**src/rtl/amt_defines.vh**
```
`ifndef AMT_DEFINES_VH
`define AMT_DEFINES_VH

// register bus
`define AMT_ADDR_W 32
`define AMT_DATA_W 8

// result pairs: low byte at base + 2*pair, high byte one above
`define AMT_PAIR_PAGE 27'h7ffff98
`define AMT_PAIR_COUNT 9
`define AMT_PAIR_PRIO 4'h8
`define AMT_PAIR_LAST 4'h8
`define AMT_RESULT_PAIR2_LOW 32'hfffff304
`define AMT_RESULT_PAIR2_HIGH 32'hfffff305
`define AMT_RESULT_PAIR3_LOW 32'hfffff306
`define AMT_RESULT_PAIR3_HIGH 32'hfffff307
`define AMT_RESULT_PRIO_LOW 32'hfffff310
`define AMT_RESULT_PRIO_HIGH 32'hfffff311

// control registers
`define AMT_MONITOR_CONTROL 32'hfffff317
`define AMT_TRIGGER_AND_SOFT_RESET 32'hfffff318
`define AMT_MONITOR_CONTROL_RST 8'h00
`define AMT_TRIGGER_RST 8'h00

// monitor_control fields
`define AMT_MON_ENABLE_BIT 0
`define AMT_MON_SELECT_LSB 1
`define AMT_MON_SELECT_MSB 4
`define AMT_MON_DIRECTION_BIT 5

// trigger_and_soft_reset fields
`define AMT_TRG_PRIO_SOURCE_BIT 7
`define AMT_TRG_PRIO_ENABLE_BIT 6
`define AMT_TRG_NORM_SOURCE_BIT 5
`define AMT_TRG_NORM_ENABLE_BIT 4
`define AMT_SRST_LSB 0
`define AMT_SRST_MSB 1
`define AMT_SRST_FIRST 2'h2
`define AMT_SRST_SECOND 2'h1

// lower result byte layout
`define AMT_LOW_ONES 4'hf
`define AMT_LOW_PRESENT_BIT 0
`define AMT_LOW_OVERRUN_BIT 1

`endif

```
**src/rtl/amt_top.v**
```verilog
`timescale 1ns/10ps
`default_nettype none
`include "amt_defines.vh"

// Contract
// RQ1: with the monitor enabled, the selected result is compared with the comparison value, smaller or larger.
// RQ2: compare_select codes 0 to 7 pick result pairs 0 to 7 and any code with the top bit set picks the priority pair.
// RQ3: bit 7 of the trigger register picks timer9_event_a (0) or timer9_event_b (1) for priority conversion.
// RQ4: bit 6 of the trigger register lets the chosen timer event start a priority conversion.
// RQ5: bit 5 of the trigger register picks timer0_event_a (0) or timer0_event_b (1) for normal conversion.
// RQ6: bit 4 of the trigger register lets the chosen timer event start a normal conversion.
// RQ7: writing 10 then 01 to the reset field reinitialises every register of the block; rdata_ff, the two start registers and monitor_irq_ff are not cleared.
// RQ8: software selects the trigger source, then enables it, then starts the timer.
// RQ9: software never sets up priority and normal conversion at the same moment.
// RQ10: a result keeps its two low bits in bits 7 and 6 of the low byte and its upper eight in the high byte.
// RQ11: bits 5 to 2 of every low result byte read as ones.
// RQ12: bit 0 of a low byte is set on a store and cleared by reading that low byte.
// RQ13: bit 1 of a low byte is set when a store overwrites a pair not fully read, and cleared by reading it.
// RQ14: software reads the high byte of a pair before its low byte.
// RQ15: the monitor is evaluated on each store into the selected pair and gives a one-cycle request.
module amt_top (
    input wire clk_sys,
    input wire rstn,
    input wire [31:0] bus_addr,
    input wire [7:0] bus_wdata,
    input wire bus_wr,
    input wire bus_rd,
    output wire [7:0] bus_rdata,
    input wire result_valid,
    input wire [3:0] result_index,
    input wire [9:0] result_data,
    input wire [9:0] compare_value,
    input wire timer9_event_a,
    input wire timer9_event_b,
    input wire timer0_event_a,
    input wire timer0_event_b,
    output wire priority_hw_start,
    output wire normal_hw_start,
    output wire monitor_irq,
    output wire core_soft_reset
);

    reg [7:0] rdata_ff;
    reg [7:0] nxt_rdata;
    reg monitor_enable_ff;
    reg monitor_direction_ff;
    reg [3:0] compare_select_ff;
    reg priority_trigger_source_ff;
    reg priority_trigger_enable_ff;
    reg normal_trigger_source_ff;
    reg normal_trigger_enable_ff;
    reg srst_armed_ff;
    reg soft_reset_ff;
    reg priority_start_ff;
    reg normal_start_ff;
    reg monitor_irq_ff;

    wire pair_page_hit;
    wire [3:0] pair_index;
    wire pair_hit;
    wire wr_monitor;
    wire wr_trigger;
    wire [1:0] srst_field;
    wire srst_fire;
    wire [3:0] monitor_target;
    wire monitor_hit;
    wire value_smaller;
    wire value_larger;
    wire priority_event;
    wire normal_event;

    wire [7:0] low_byte [0:8];
    wire [7:0] high_byte [0:8];

    // pair decode: base page, then two bytes per pair
    assign pair_page_hit = (bus_addr[31:5] == `AMT_PAIR_PAGE);
    assign pair_index = bus_addr[4:1];
    assign pair_hit = pair_page_hit && (pair_index <= `AMT_PAIR_LAST);

    assign wr_monitor = bus_wr && (bus_addr == `AMT_MONITOR_CONTROL);
    assign wr_trigger = bus_wr && (bus_addr == `AMT_TRIGGER_AND_SOFT_RESET);
    assign srst_field = bus_wdata[`AMT_SRST_MSB:`AMT_SRST_LSB];

    // the second half only counts straight after the first
    assign srst_fire = wr_trigger && srst_armed_ff && (srst_field == `AMT_SRST_SECOND); // RQ7

    genvar gi;
    generate
        for (gi = 0; gi < `AMT_PAIR_COUNT; gi = gi + 1) begin : g_pair
            wire sel;
            wire store;
            assign sel = pair_hit && (pair_index == gi);
            assign store = result_valid && (result_index == gi);
            amt_result_pair u_pair (
                .clk_sys(clk_sys),
                .rstn(rstn),
                .soft_clear(soft_reset_ff), // RQ7
                .store(store),
                .store_value(result_data),
                .rd_low(bus_rd && sel && !bus_addr[0]), // RQ12 RQ13
                .rd_high(bus_rd && sel && bus_addr[0]),
                .value(),
                .low_byte(low_byte[gi]),
                .high_byte(high_byte[gi])
            );
        end
    endgenerate

    // monitor looks at the incoming value as it lands in the selected pair
    assign monitor_target = compare_select_ff[3] ? `AMT_PAIR_PRIO : {1'b0, compare_select_ff[2:0]}; // RQ2
    assign monitor_hit = monitor_enable_ff && result_valid && (result_index == monitor_target); // RQ15
    assign value_smaller = (result_data < compare_value);
    assign value_larger = (result_data > compare_value);

    assign priority_event = priority_trigger_source_ff ? timer9_event_b : timer9_event_a; // RQ3
    assign normal_event = normal_trigger_source_ff ? timer0_event_b : timer0_event_a; // RQ5

    always @* begin
        nxt_rdata = 8'h00;
        if (bus_rd) begin
            if (pair_hit) begin
                nxt_rdata = bus_addr[0] ? high_byte[pair_index] : low_byte[pair_index];
            end else if (bus_addr == `AMT_MONITOR_CONTROL) begin
                nxt_rdata = {2'b00, monitor_direction_ff, compare_select_ff, monitor_enable_ff};
            end else if (bus_addr == `AMT_TRIGGER_AND_SOFT_RESET) begin
                nxt_rdata = {priority_trigger_source_ff, priority_trigger_enable_ff,
                             normal_trigger_source_ff, normal_trigger_enable_ff,
                             3'b000, srst_armed_ff};
            end
        end
    end

    always @(posedge clk_sys or negedge rstn) begin
        if (!rstn) begin
            rdata_ff <= 8'h00;
        end else begin
            rdata_ff <= nxt_rdata;
        end
    end

    always @(posedge clk_sys or negedge rstn) begin
        if (!rstn) begin
            monitor_enable_ff <= 1'b0;
            monitor_direction_ff <= 1'b0;
            compare_select_ff <= 4'h0;
        end else if (soft_reset_ff) begin
            monitor_enable_ff <= 1'b0; // RQ7
            monitor_direction_ff <= 1'b0;
            compare_select_ff <= 4'h0;
        end else if (wr_monitor) begin
            monitor_enable_ff <= bus_wdata[`AMT_MON_ENABLE_BIT];
            monitor_direction_ff <= bus_wdata[`AMT_MON_DIRECTION_BIT];
            compare_select_ff <= bus_wdata[`AMT_MON_SELECT_MSB:`AMT_MON_SELECT_LSB];
        end
    end

    always @(posedge clk_sys or negedge rstn) begin
        if (!rstn) begin
            priority_trigger_source_ff <= 1'b0;
            priority_trigger_enable_ff <= 1'b0;
            normal_trigger_source_ff <= 1'b0;
            normal_trigger_enable_ff <= 1'b0;
        end else if (soft_reset_ff) begin
            priority_trigger_source_ff <= 1'b0; // RQ7
            priority_trigger_enable_ff <= 1'b0;
            normal_trigger_source_ff <= 1'b0;
            normal_trigger_enable_ff <= 1'b0;
        end else if (wr_trigger) begin
            priority_trigger_source_ff <= bus_wdata[`AMT_TRG_PRIO_SOURCE_BIT];
            priority_trigger_enable_ff <= bus_wdata[`AMT_TRG_PRIO_ENABLE_BIT];
            normal_trigger_source_ff <= bus_wdata[`AMT_TRG_NORM_SOURCE_BIT];
            normal_trigger_enable_ff <= bus_wdata[`AMT_TRG_NORM_ENABLE_BIT];
        end
    end

    // any other write to the register breaks the two-step sequence
    always @(posedge clk_sys or negedge rstn) begin
        if (!rstn) begin
            srst_armed_ff <= 1'b0;
            soft_reset_ff <= 1'b0;
        end else begin
            soft_reset_ff <= srst_fire; // RQ7
            if (wr_trigger) begin
                srst_armed_ff <= (srst_field == `AMT_SRST_FIRST); // RQ7
            end else if (soft_reset_ff) begin
                srst_armed_ff <= 1'b0;
            end
        end
    end

    always @(posedge clk_sys or negedge rstn) begin
        if (!rstn) begin
            priority_start_ff <= 1'b0;
            normal_start_ff <= 1'b0;
            monitor_irq_ff <= 1'b0;
        end else begin
            priority_start_ff <= priority_trigger_enable_ff && priority_event; // RQ4
            normal_start_ff <= normal_trigger_enable_ff && normal_event; // RQ6
            monitor_irq_ff <= monitor_hit && (monitor_direction_ff ? value_larger : value_smaller); // RQ1 RQ15
        end
    end

    assign bus_rdata = rdata_ff;
    assign priority_hw_start = priority_start_ff;
    assign normal_hw_start = normal_start_ff;
    assign monitor_irq = monitor_irq_ff;
    assign core_soft_reset = soft_reset_ff;

endmodule

`default_nettype wire

```
**src/rtl/amt_result_pair.v**
```verilog
`timescale 1ns/10ps
`default_nettype none
`include "amt_defines.vh"

module amt_result_pair (
    input wire clk_sys,
    input wire rstn,
    input wire soft_clear,
    input wire store,
    input wire [9:0] store_value,
    input wire rd_low,
    input wire rd_high,
    output wire [9:0] value,
    output wire [7:0] low_byte,
    output wire [7:0] high_byte
);

    reg [9:0] value_ff;
    reg present_ff;
    reg overrun_ff;
    reg held_ff;
    reg high_seen_ff;
    reg low_seen_ff;
    reg [9:0] nxt_value;
    reg nxt_present;
    reg nxt_overrun;
    reg nxt_held;
    reg nxt_high_seen;
    reg nxt_low_seen;

    always @* begin
        nxt_value = value_ff;
        nxt_present = present_ff;
        nxt_overrun = overrun_ff;
        nxt_held = held_ff;
        nxt_high_seen = high_seen_ff | rd_high;
        nxt_low_seen = low_seen_ff | rd_low;
        if (rd_low) begin
            nxt_present = 1'b0; // RQ12
            nxt_overrun = 1'b0; // RQ13
        end
        // a store in the same cycle as a read wins over the clear
        if (store) begin
            nxt_value = store_value;
            nxt_present = 1'b1; // RQ12
            nxt_held = 1'b1;
            nxt_high_seen = 1'b0;
            nxt_low_seen = 1'b0;
            if (held_ff && !(high_seen_ff && low_seen_ff)) begin
                nxt_overrun = 1'b1; // RQ13
            end
        end
        if (soft_clear) begin
            nxt_value = 10'h000;
            nxt_present = 1'b0;
            nxt_overrun = 1'b0;
            nxt_held = 1'b0;
            nxt_high_seen = 1'b0;
            nxt_low_seen = 1'b0;
        end
    end

    always @(posedge clk_sys or negedge rstn) begin
        if (!rstn) begin
            value_ff <= 10'h000;
            present_ff <= 1'b0;
            overrun_ff <= 1'b0;
            held_ff <= 1'b0;
            high_seen_ff <= 1'b0;
            low_seen_ff <= 1'b0;
        end else begin
            value_ff <= nxt_value;
            present_ff <= nxt_present;
            overrun_ff <= nxt_overrun;
            held_ff <= nxt_held;
            high_seen_ff <= nxt_high_seen;
            low_seen_ff <= nxt_low_seen;
        end
    end

    assign value = value_ff;
    assign low_byte = {value_ff[1:0], `AMT_LOW_ONES, overrun_ff, present_ff}; // RQ10 RQ11
    assign high_byte = value_ff[9:2]; // RQ10

endmodule

`default_nettype wire

```
**config.mk**
```make
export PLATFORM = sky130hd
export DESIGN_NAME = amt_top
export DESIGN_NICKNAME = d
export VERILOG_FILES = /design/src/rtl/amt_top.v /design/src/rtl/amt_result_pair.v
export VERILOG_INCLUDE_DIRS = /design/src /design/src/rtl
export SDC_FILE = /design/constraint.sdc
export NUM_CORES = 1
export LEC_CHECK = 0
export BUFFER_PORTS_ARGS = -buffer_cell sky130_fd_sc_hd__buf_4
export CELL_PAD_IN_SITES_DETAIL_PLACEMENT = 1
export CELL_PAD_IN_SITES_GLOBAL_PLACEMENT = 2
export CORE_ASPECT_RATIO = 1.5
export CORE_MARGIN = 2
export CORE_UTILIZATION = 40
export DETAILED_ROUTE_END_ITERATION = 8
export GPL_ROUTABILITY_DRIVEN = 0
export PLACE_DENSITY_LB_ADDON = 0.12
export SYNTH_ARGS = -nofsm -noshare
export SYNTH_HDL_FRONTEND = slang
export SYNTH_SLANG_ARGS = --single-unit
```
**constraint.sdc**
```tcl
create_clock -name clk_sys -period 2.3 [get_ports clk_sys]
set_input_delay 0.46 -clock clk_sys [delete_from_list [all_inputs] [get_ports clk_sys]]
set_output_delay 0.46 -clock clk_sys [all_outputs]
set_load 0.05 [all_outputs]
```
* Word level (Yosys, flattened, before mapping)
Cells that the tools add are included.
** Cells by class
- Bitwise gates (word level) :: 19
- Muxes and demuxes :: 166
- Reduce and logical (&&, ||, !) cells :: 105
- Equality and inequality tests :: 22
- $lt $le $gt $ge :: 4
** Operator list (number)
- $mux W10 :: 18
- $mux W1 :: 134
- $logic_and A1 B1 Y1 :: 73
- $mux W8 :: 9
- $bmux W8 S4 :: 2
- $eq A32 B32 Y1 const B :: 2
- $eq A4 B3 Y1 const B :: 8
- $eq A27 B27 Y1 const B :: 1
- $reduce_bool A3 Y1 :: 9
- $reduce_bool A2 Y1 :: 11
- $or A1 B1 Y1 :: 18
- $eq A4 B2 Y1 const B :: 4
- $mux W4 :: 3
- $gt A10 B10 Y1 :: 1
- $logic_not A1 Y1 :: 10
- $lt A10 B10 Y1 :: 1
- $eq A4 B1 Y1 const B :: 2
- $eq A4 B4 Y1 const B :: 2
- $logic_not A4 Y1 :: 2
- $ge A5 B5 Y1 const B :: 1
- $not A4 Y5 :: 1
- $eq A4 B4 Y1 :: 1
- $le A4 B4 Y1 const B :: 1
- $eq A2 B1 Y1 const B :: 1
- $eq A2 B2 Y1 const B :: 1
** Storage, ports and cells
- Output and inout port bits :: 12
- Input bits :: 73
- Register bits after elaboration :: 158
- Word-level logic and storage cells :: 383

* Longest topological paths before layout
- Depth in word-level cells :: 9
- Gate-level depth with buffers :: 8
- Gate-level depth less buffers :: 7

* By module
Synthesis repeated with hierarchy kept, for this count alone.
** Unflattened totals
- Cell total of the unflattened synthesis :: 929
- Area total of the unflattened synthesis :: 9471.6 um2
** Modules (own cells, without submodules)
- amt_result_pair :: sequential area each 375.4 um2, instances 9, area each 726.9 um2, cells each 67
- amt_top :: sequential area each 575.6 um2, instances 1, area each 2929.1 um2, cells each 326

* Least setup slack after synthesis
No wires, ideal clock.
- Kind :: input-to-reg
- From :: in bus_addr[30]
- To :: reg g_pair[5].u_pair.present_ff
- Data arrival time :: 2105 ps
- Data required time :: 2181 ps
- Buffers on the path :: 1
- Path slack :: 76 ps
- Stages on the path :: 6
- Setup time :: 119 ps
- Cells stage by stage :: nand4_1 > or4_4 > or3_4 > buf_6 > o31a_1 > o21a_1
** Between the ends
- Cells in the longest elaborated chain, start to end :: 6
** RTL lines
- from (decl) :: line amt_top.v:24 : input wire [31:0] bus_addr,
- $eq A27 B27 Y1 (no line)
- $logic_and A1 B1 Y1 :: line amt_top.v:78 : assign pair_hit = pair_page_hit && (pair_index <= `AMT_PAIR_LAST);
- $logic_and A1 B1 Y1 :: line amt_top.v:92 : assign sel = pair_hit && (pair_index == gi);
- $logic_and A1 B1 Y1 (2 in a row) :: line amt_top.v:100 : .rd_low(bus_rd && sel && !bus_addr[0]),
- $reduce_bool A3 Y1 (no line)
- to (signal assigned) :: line amt_result_pair.v:73 : present_ff <= nxt_present;
- to (decl) :: line amt_result_pair.v:19 : reg present_ff;
No other way between the ends.
A chain may end at the register's enable or synchronous reset.

* Worst setup path in the final report
- From :: reg soft_reset_ff (netlist: core_soft_reset)
- To :: out core_soft_reset
** RTL lines
- from (decl) :: line amt_top.v:53 : reg soft_reset_ff;
- from (signal assigned) :: line amt_top.v:182 : soft_reset_ff <= srst_fire;
- to (decl) :: line amt_top.v:40 : output wire core_soft_reset
No word-level cell between the ends.

==> flow_summary.json <==
{
  "synthCells": 862,
  "clock-root-buffer": "clkbuf_16",
  "slew_viol_final": 0,
  "cts_buffers": 17,
  "final_common_cell": "nand2_1",
  "fillCellCount": 2217,
  "cts_setup_buffers": 0,
  "wire_per_inst_um": 23.1,
  "worst_hold_path_type": "input port to register",
  "grt_pass1_vias": 7684,
  "antennaDiodeCount": 0,
  "viasPerCell": 5.79,
  "vias": 7119,
  "ctsResizeCount": 0,
  "cts_tree": "built",
  "cp.required_ns": 1.84,
  "avgSynthCellArea_um2": 9.19,
  "grt_max_degree": 61,
  "cap_viol_max_count": 0,
  "met2_usage_pct": 51.1,
  "ctsHoldBuffers": 1,
  "crit_path_max_fanout": 46,
  "rsz0062_at_grt": "no",
  "cts_max_level": 4,
  "first_pass_iters": 5,
  "critPathBufInv": 1,
  "p_leak_nw": 4.58,
  "dp_cells": 1197,
  "crit_path_start_kind": "register",
  "antenna_found_initial": 0,
  "crit_type": "register to output port",
  "clkTransAtPathRegs_ns": 0.06,
  "hold_viol_final": 0,
  "initial_core_util_pct": 40.4,
  "drt_iter0_markers": 324,
  "fin_cells": 1230,
  "met1_usage_pct": 32.3,
  "multi_input_area_um2": 3660,
  "ys_seq_elements": 158,
  "ys_seq_area_share_pct": 49.9,
  "relSlewSlack_pct": 55.0,
  "ys.flop_type": "dfrtp_1",
  "ir_drop_mv": 0.489,
  "syn-cell-area_um2": 7920,
  "clock-sinks": 158,
  "finClkSkew_ns": 0.00732,
  "clock_path_buffers": 2,
  "slowest_delay_ns": 0.80,
  "clock_latency_ns": 0.44,
  "arrival_ns": 1.55,
  "rows": 63,
  "fmax_mhz": 498,
  "synthArstFlopShare_pct": 100,
  "io_buffers": 84,
  "die_x_um": 119,
  "die_area_um2": 21000,
  "endpoint_kind": "output port",
  "core_area_um2": 19600,
  "cpMaxStageDelayCell": "dfrtp_4",
  "drive_above_1_share_pct": 20.5,
  "crit_family": "flip-flops",
  "holdWs_ns": 0.204,
  "io_pins": 85,
  "ys_types": 59,
  "met3_usage_pct": 5.14,
  "ant_nets": 0,
  "track_usage_pct": 28.1,
  "most-common-layout-cells": "227 x nand2_1, 157 x dfrtp_1, 133 x buf_4",
  "postRouteWirelength_um": 28400,
  "status": "finished, final reports clean",
  "dp_hpwl_um": 20600,
  "busiest_layer": "met2",
  "remaining_drc_errors": 0,
  "setup_violations": 0,
  "overflow": 0,
  "layout.nets": 1040,
  "worstPathCellList": "buf_4",
  "yosysWarnings": 0,
  "synth_nets": 945,
  "min_period_ns": 2.01,
  "regArea_um2": 3960,
  "synthToLayoutAreaGrowth_pct": 23.6,
  "die_y_um": 176,
  "synth_edf_count": 0,
  "utilization_pct": 49.9,
  "grt_pass1_wl_um": 44400,
  "period_share_pct": 87.3,
  "power.density_nw_per_um2": 776,
  "worst_slew_pin_slew_ns": 0.675
}
synth_stat cells, types with 8 or more instances:
library cell / n / area [µm²]
o32ai_1: 10 / 87.6
o211a_1: 10 / 100
nand3_1: 9 / 45.0
mux4_2: 14 / 315
nor2_1: 42 / 158
a21oi_1: 103 / 515
o21ai_0: 12 / 60.1
nand4_1: 11 / 68.8
nor4_1: 8 / 50.1
ha_1: 10 / 125
nor3_1: 26 / 130
nor2b_1: 8 / 50.1
a31oi_1: 12 / 75.1
inv_1: 16 / 60.1
clkbuf_1: 57 / 214
mux2i_1: 32 / 320
nand2_1: 227 / 852
dfrtp_1: 158 / 3950
report_power, final:
part | total, W | switching [W] | internal (W)
sequential | 0.00335 | 0.000204 | 0.00315
combinational | 0.00113 | 0.000611 | 0.000520
clock | 0.00312 | 0.00119 | 0.00193
logic make-up after synthesis:
group           share of synthesized area (%)
flops                                    49.9
mux                                      8.45
fa+ha+maj                                1.58
compound gates                           15.1
xor+xnor                                0.332
buf+inv                                  4.03
simple gates                             20.6
routing by layer:
| layer | part of all wire (%) | routed length, µm |
|---|---|---|
| met1 | 38 | 10900 |
| met2 | 53 | 15200 |
| met4 | 3.6 | 1030 |
| met3 | 4.7 | 1330 |
| met5 | 0 | 0 |
final cells by class:
type / instances / area share, %
multi-input cells: 622 / 37.4
inverters: 17 / 0.652
repair buffers: 141 / 11.6
clock inverters: 14 / 2.20
clock buffers: 18 / 4.38
well taps: 260 / 3.32
flip-flops and latches: 158 / 40.4
worst paths after layout:
path	start	to	slack (ns)	depth (start not counted)
max	core_soft_reset	core_soft_reset	0.29	1
min	bus_wdata[1]	core_soft_reset	0.20	2
max reg2reg	g_pair[5].u_pair.value[9]	bus_rdata[7]	0.53	5
min reg2reg	g_pair[4].u_pair.held_ff	g_pair[4].u_pair.held_ff	0.50	1
max in group asynchronous	rstn	g_pair[8].u_pair.low_seen_ff	1.02	3
min in group asynchronous	rstn	g_pair[5].u_pair.overrun_ff	0.54	2
state kept, by name (all words and copies together), names as in the netlist:
register,flops
normal_trigger_enable_ff,1
priority_hw_start,1
g_pair.u_pair.low_seen_ff,9
monitor_irq,1
bus_rdata,8
srst_armed_ff,1
normal_trigger_source_ff,1
priority_trigger_enable_ff,1
g_pair.u_pair.present_ff,9
monitor_direction_ff,1
monitor_enable_ff,1
priority_trigger_source_ff,1
compare_select_ff,4
normal_hw_start,1
g_pair.u_pair.value,90
g_pair.u_pair.high_seen_ff,9
g_pair.u_pair.overrun_ff,9
g_pair.u_pair.held_ff,9
core_soft_reset,1
stage by stage:
stage / setup WS [ns] / total power (W) / instance area, µm² / setup TNS [ns]
finish: 0.292 / 0.00760 / 9790 / 0
global route: 0.216 / 0.00794 / 9790 / 0
CTS: 0.256 / 0.00767 / 9790 / 0
detailed placement: -0.0785 / 0.00454 / 9140 / -0.262
global placement: -0.0734 / 0.00444 / 9140 / -0.0861
floorplan: 0.0763 / 0.00400 / 7920 / 0
Power figures use the tool's default switching activity.
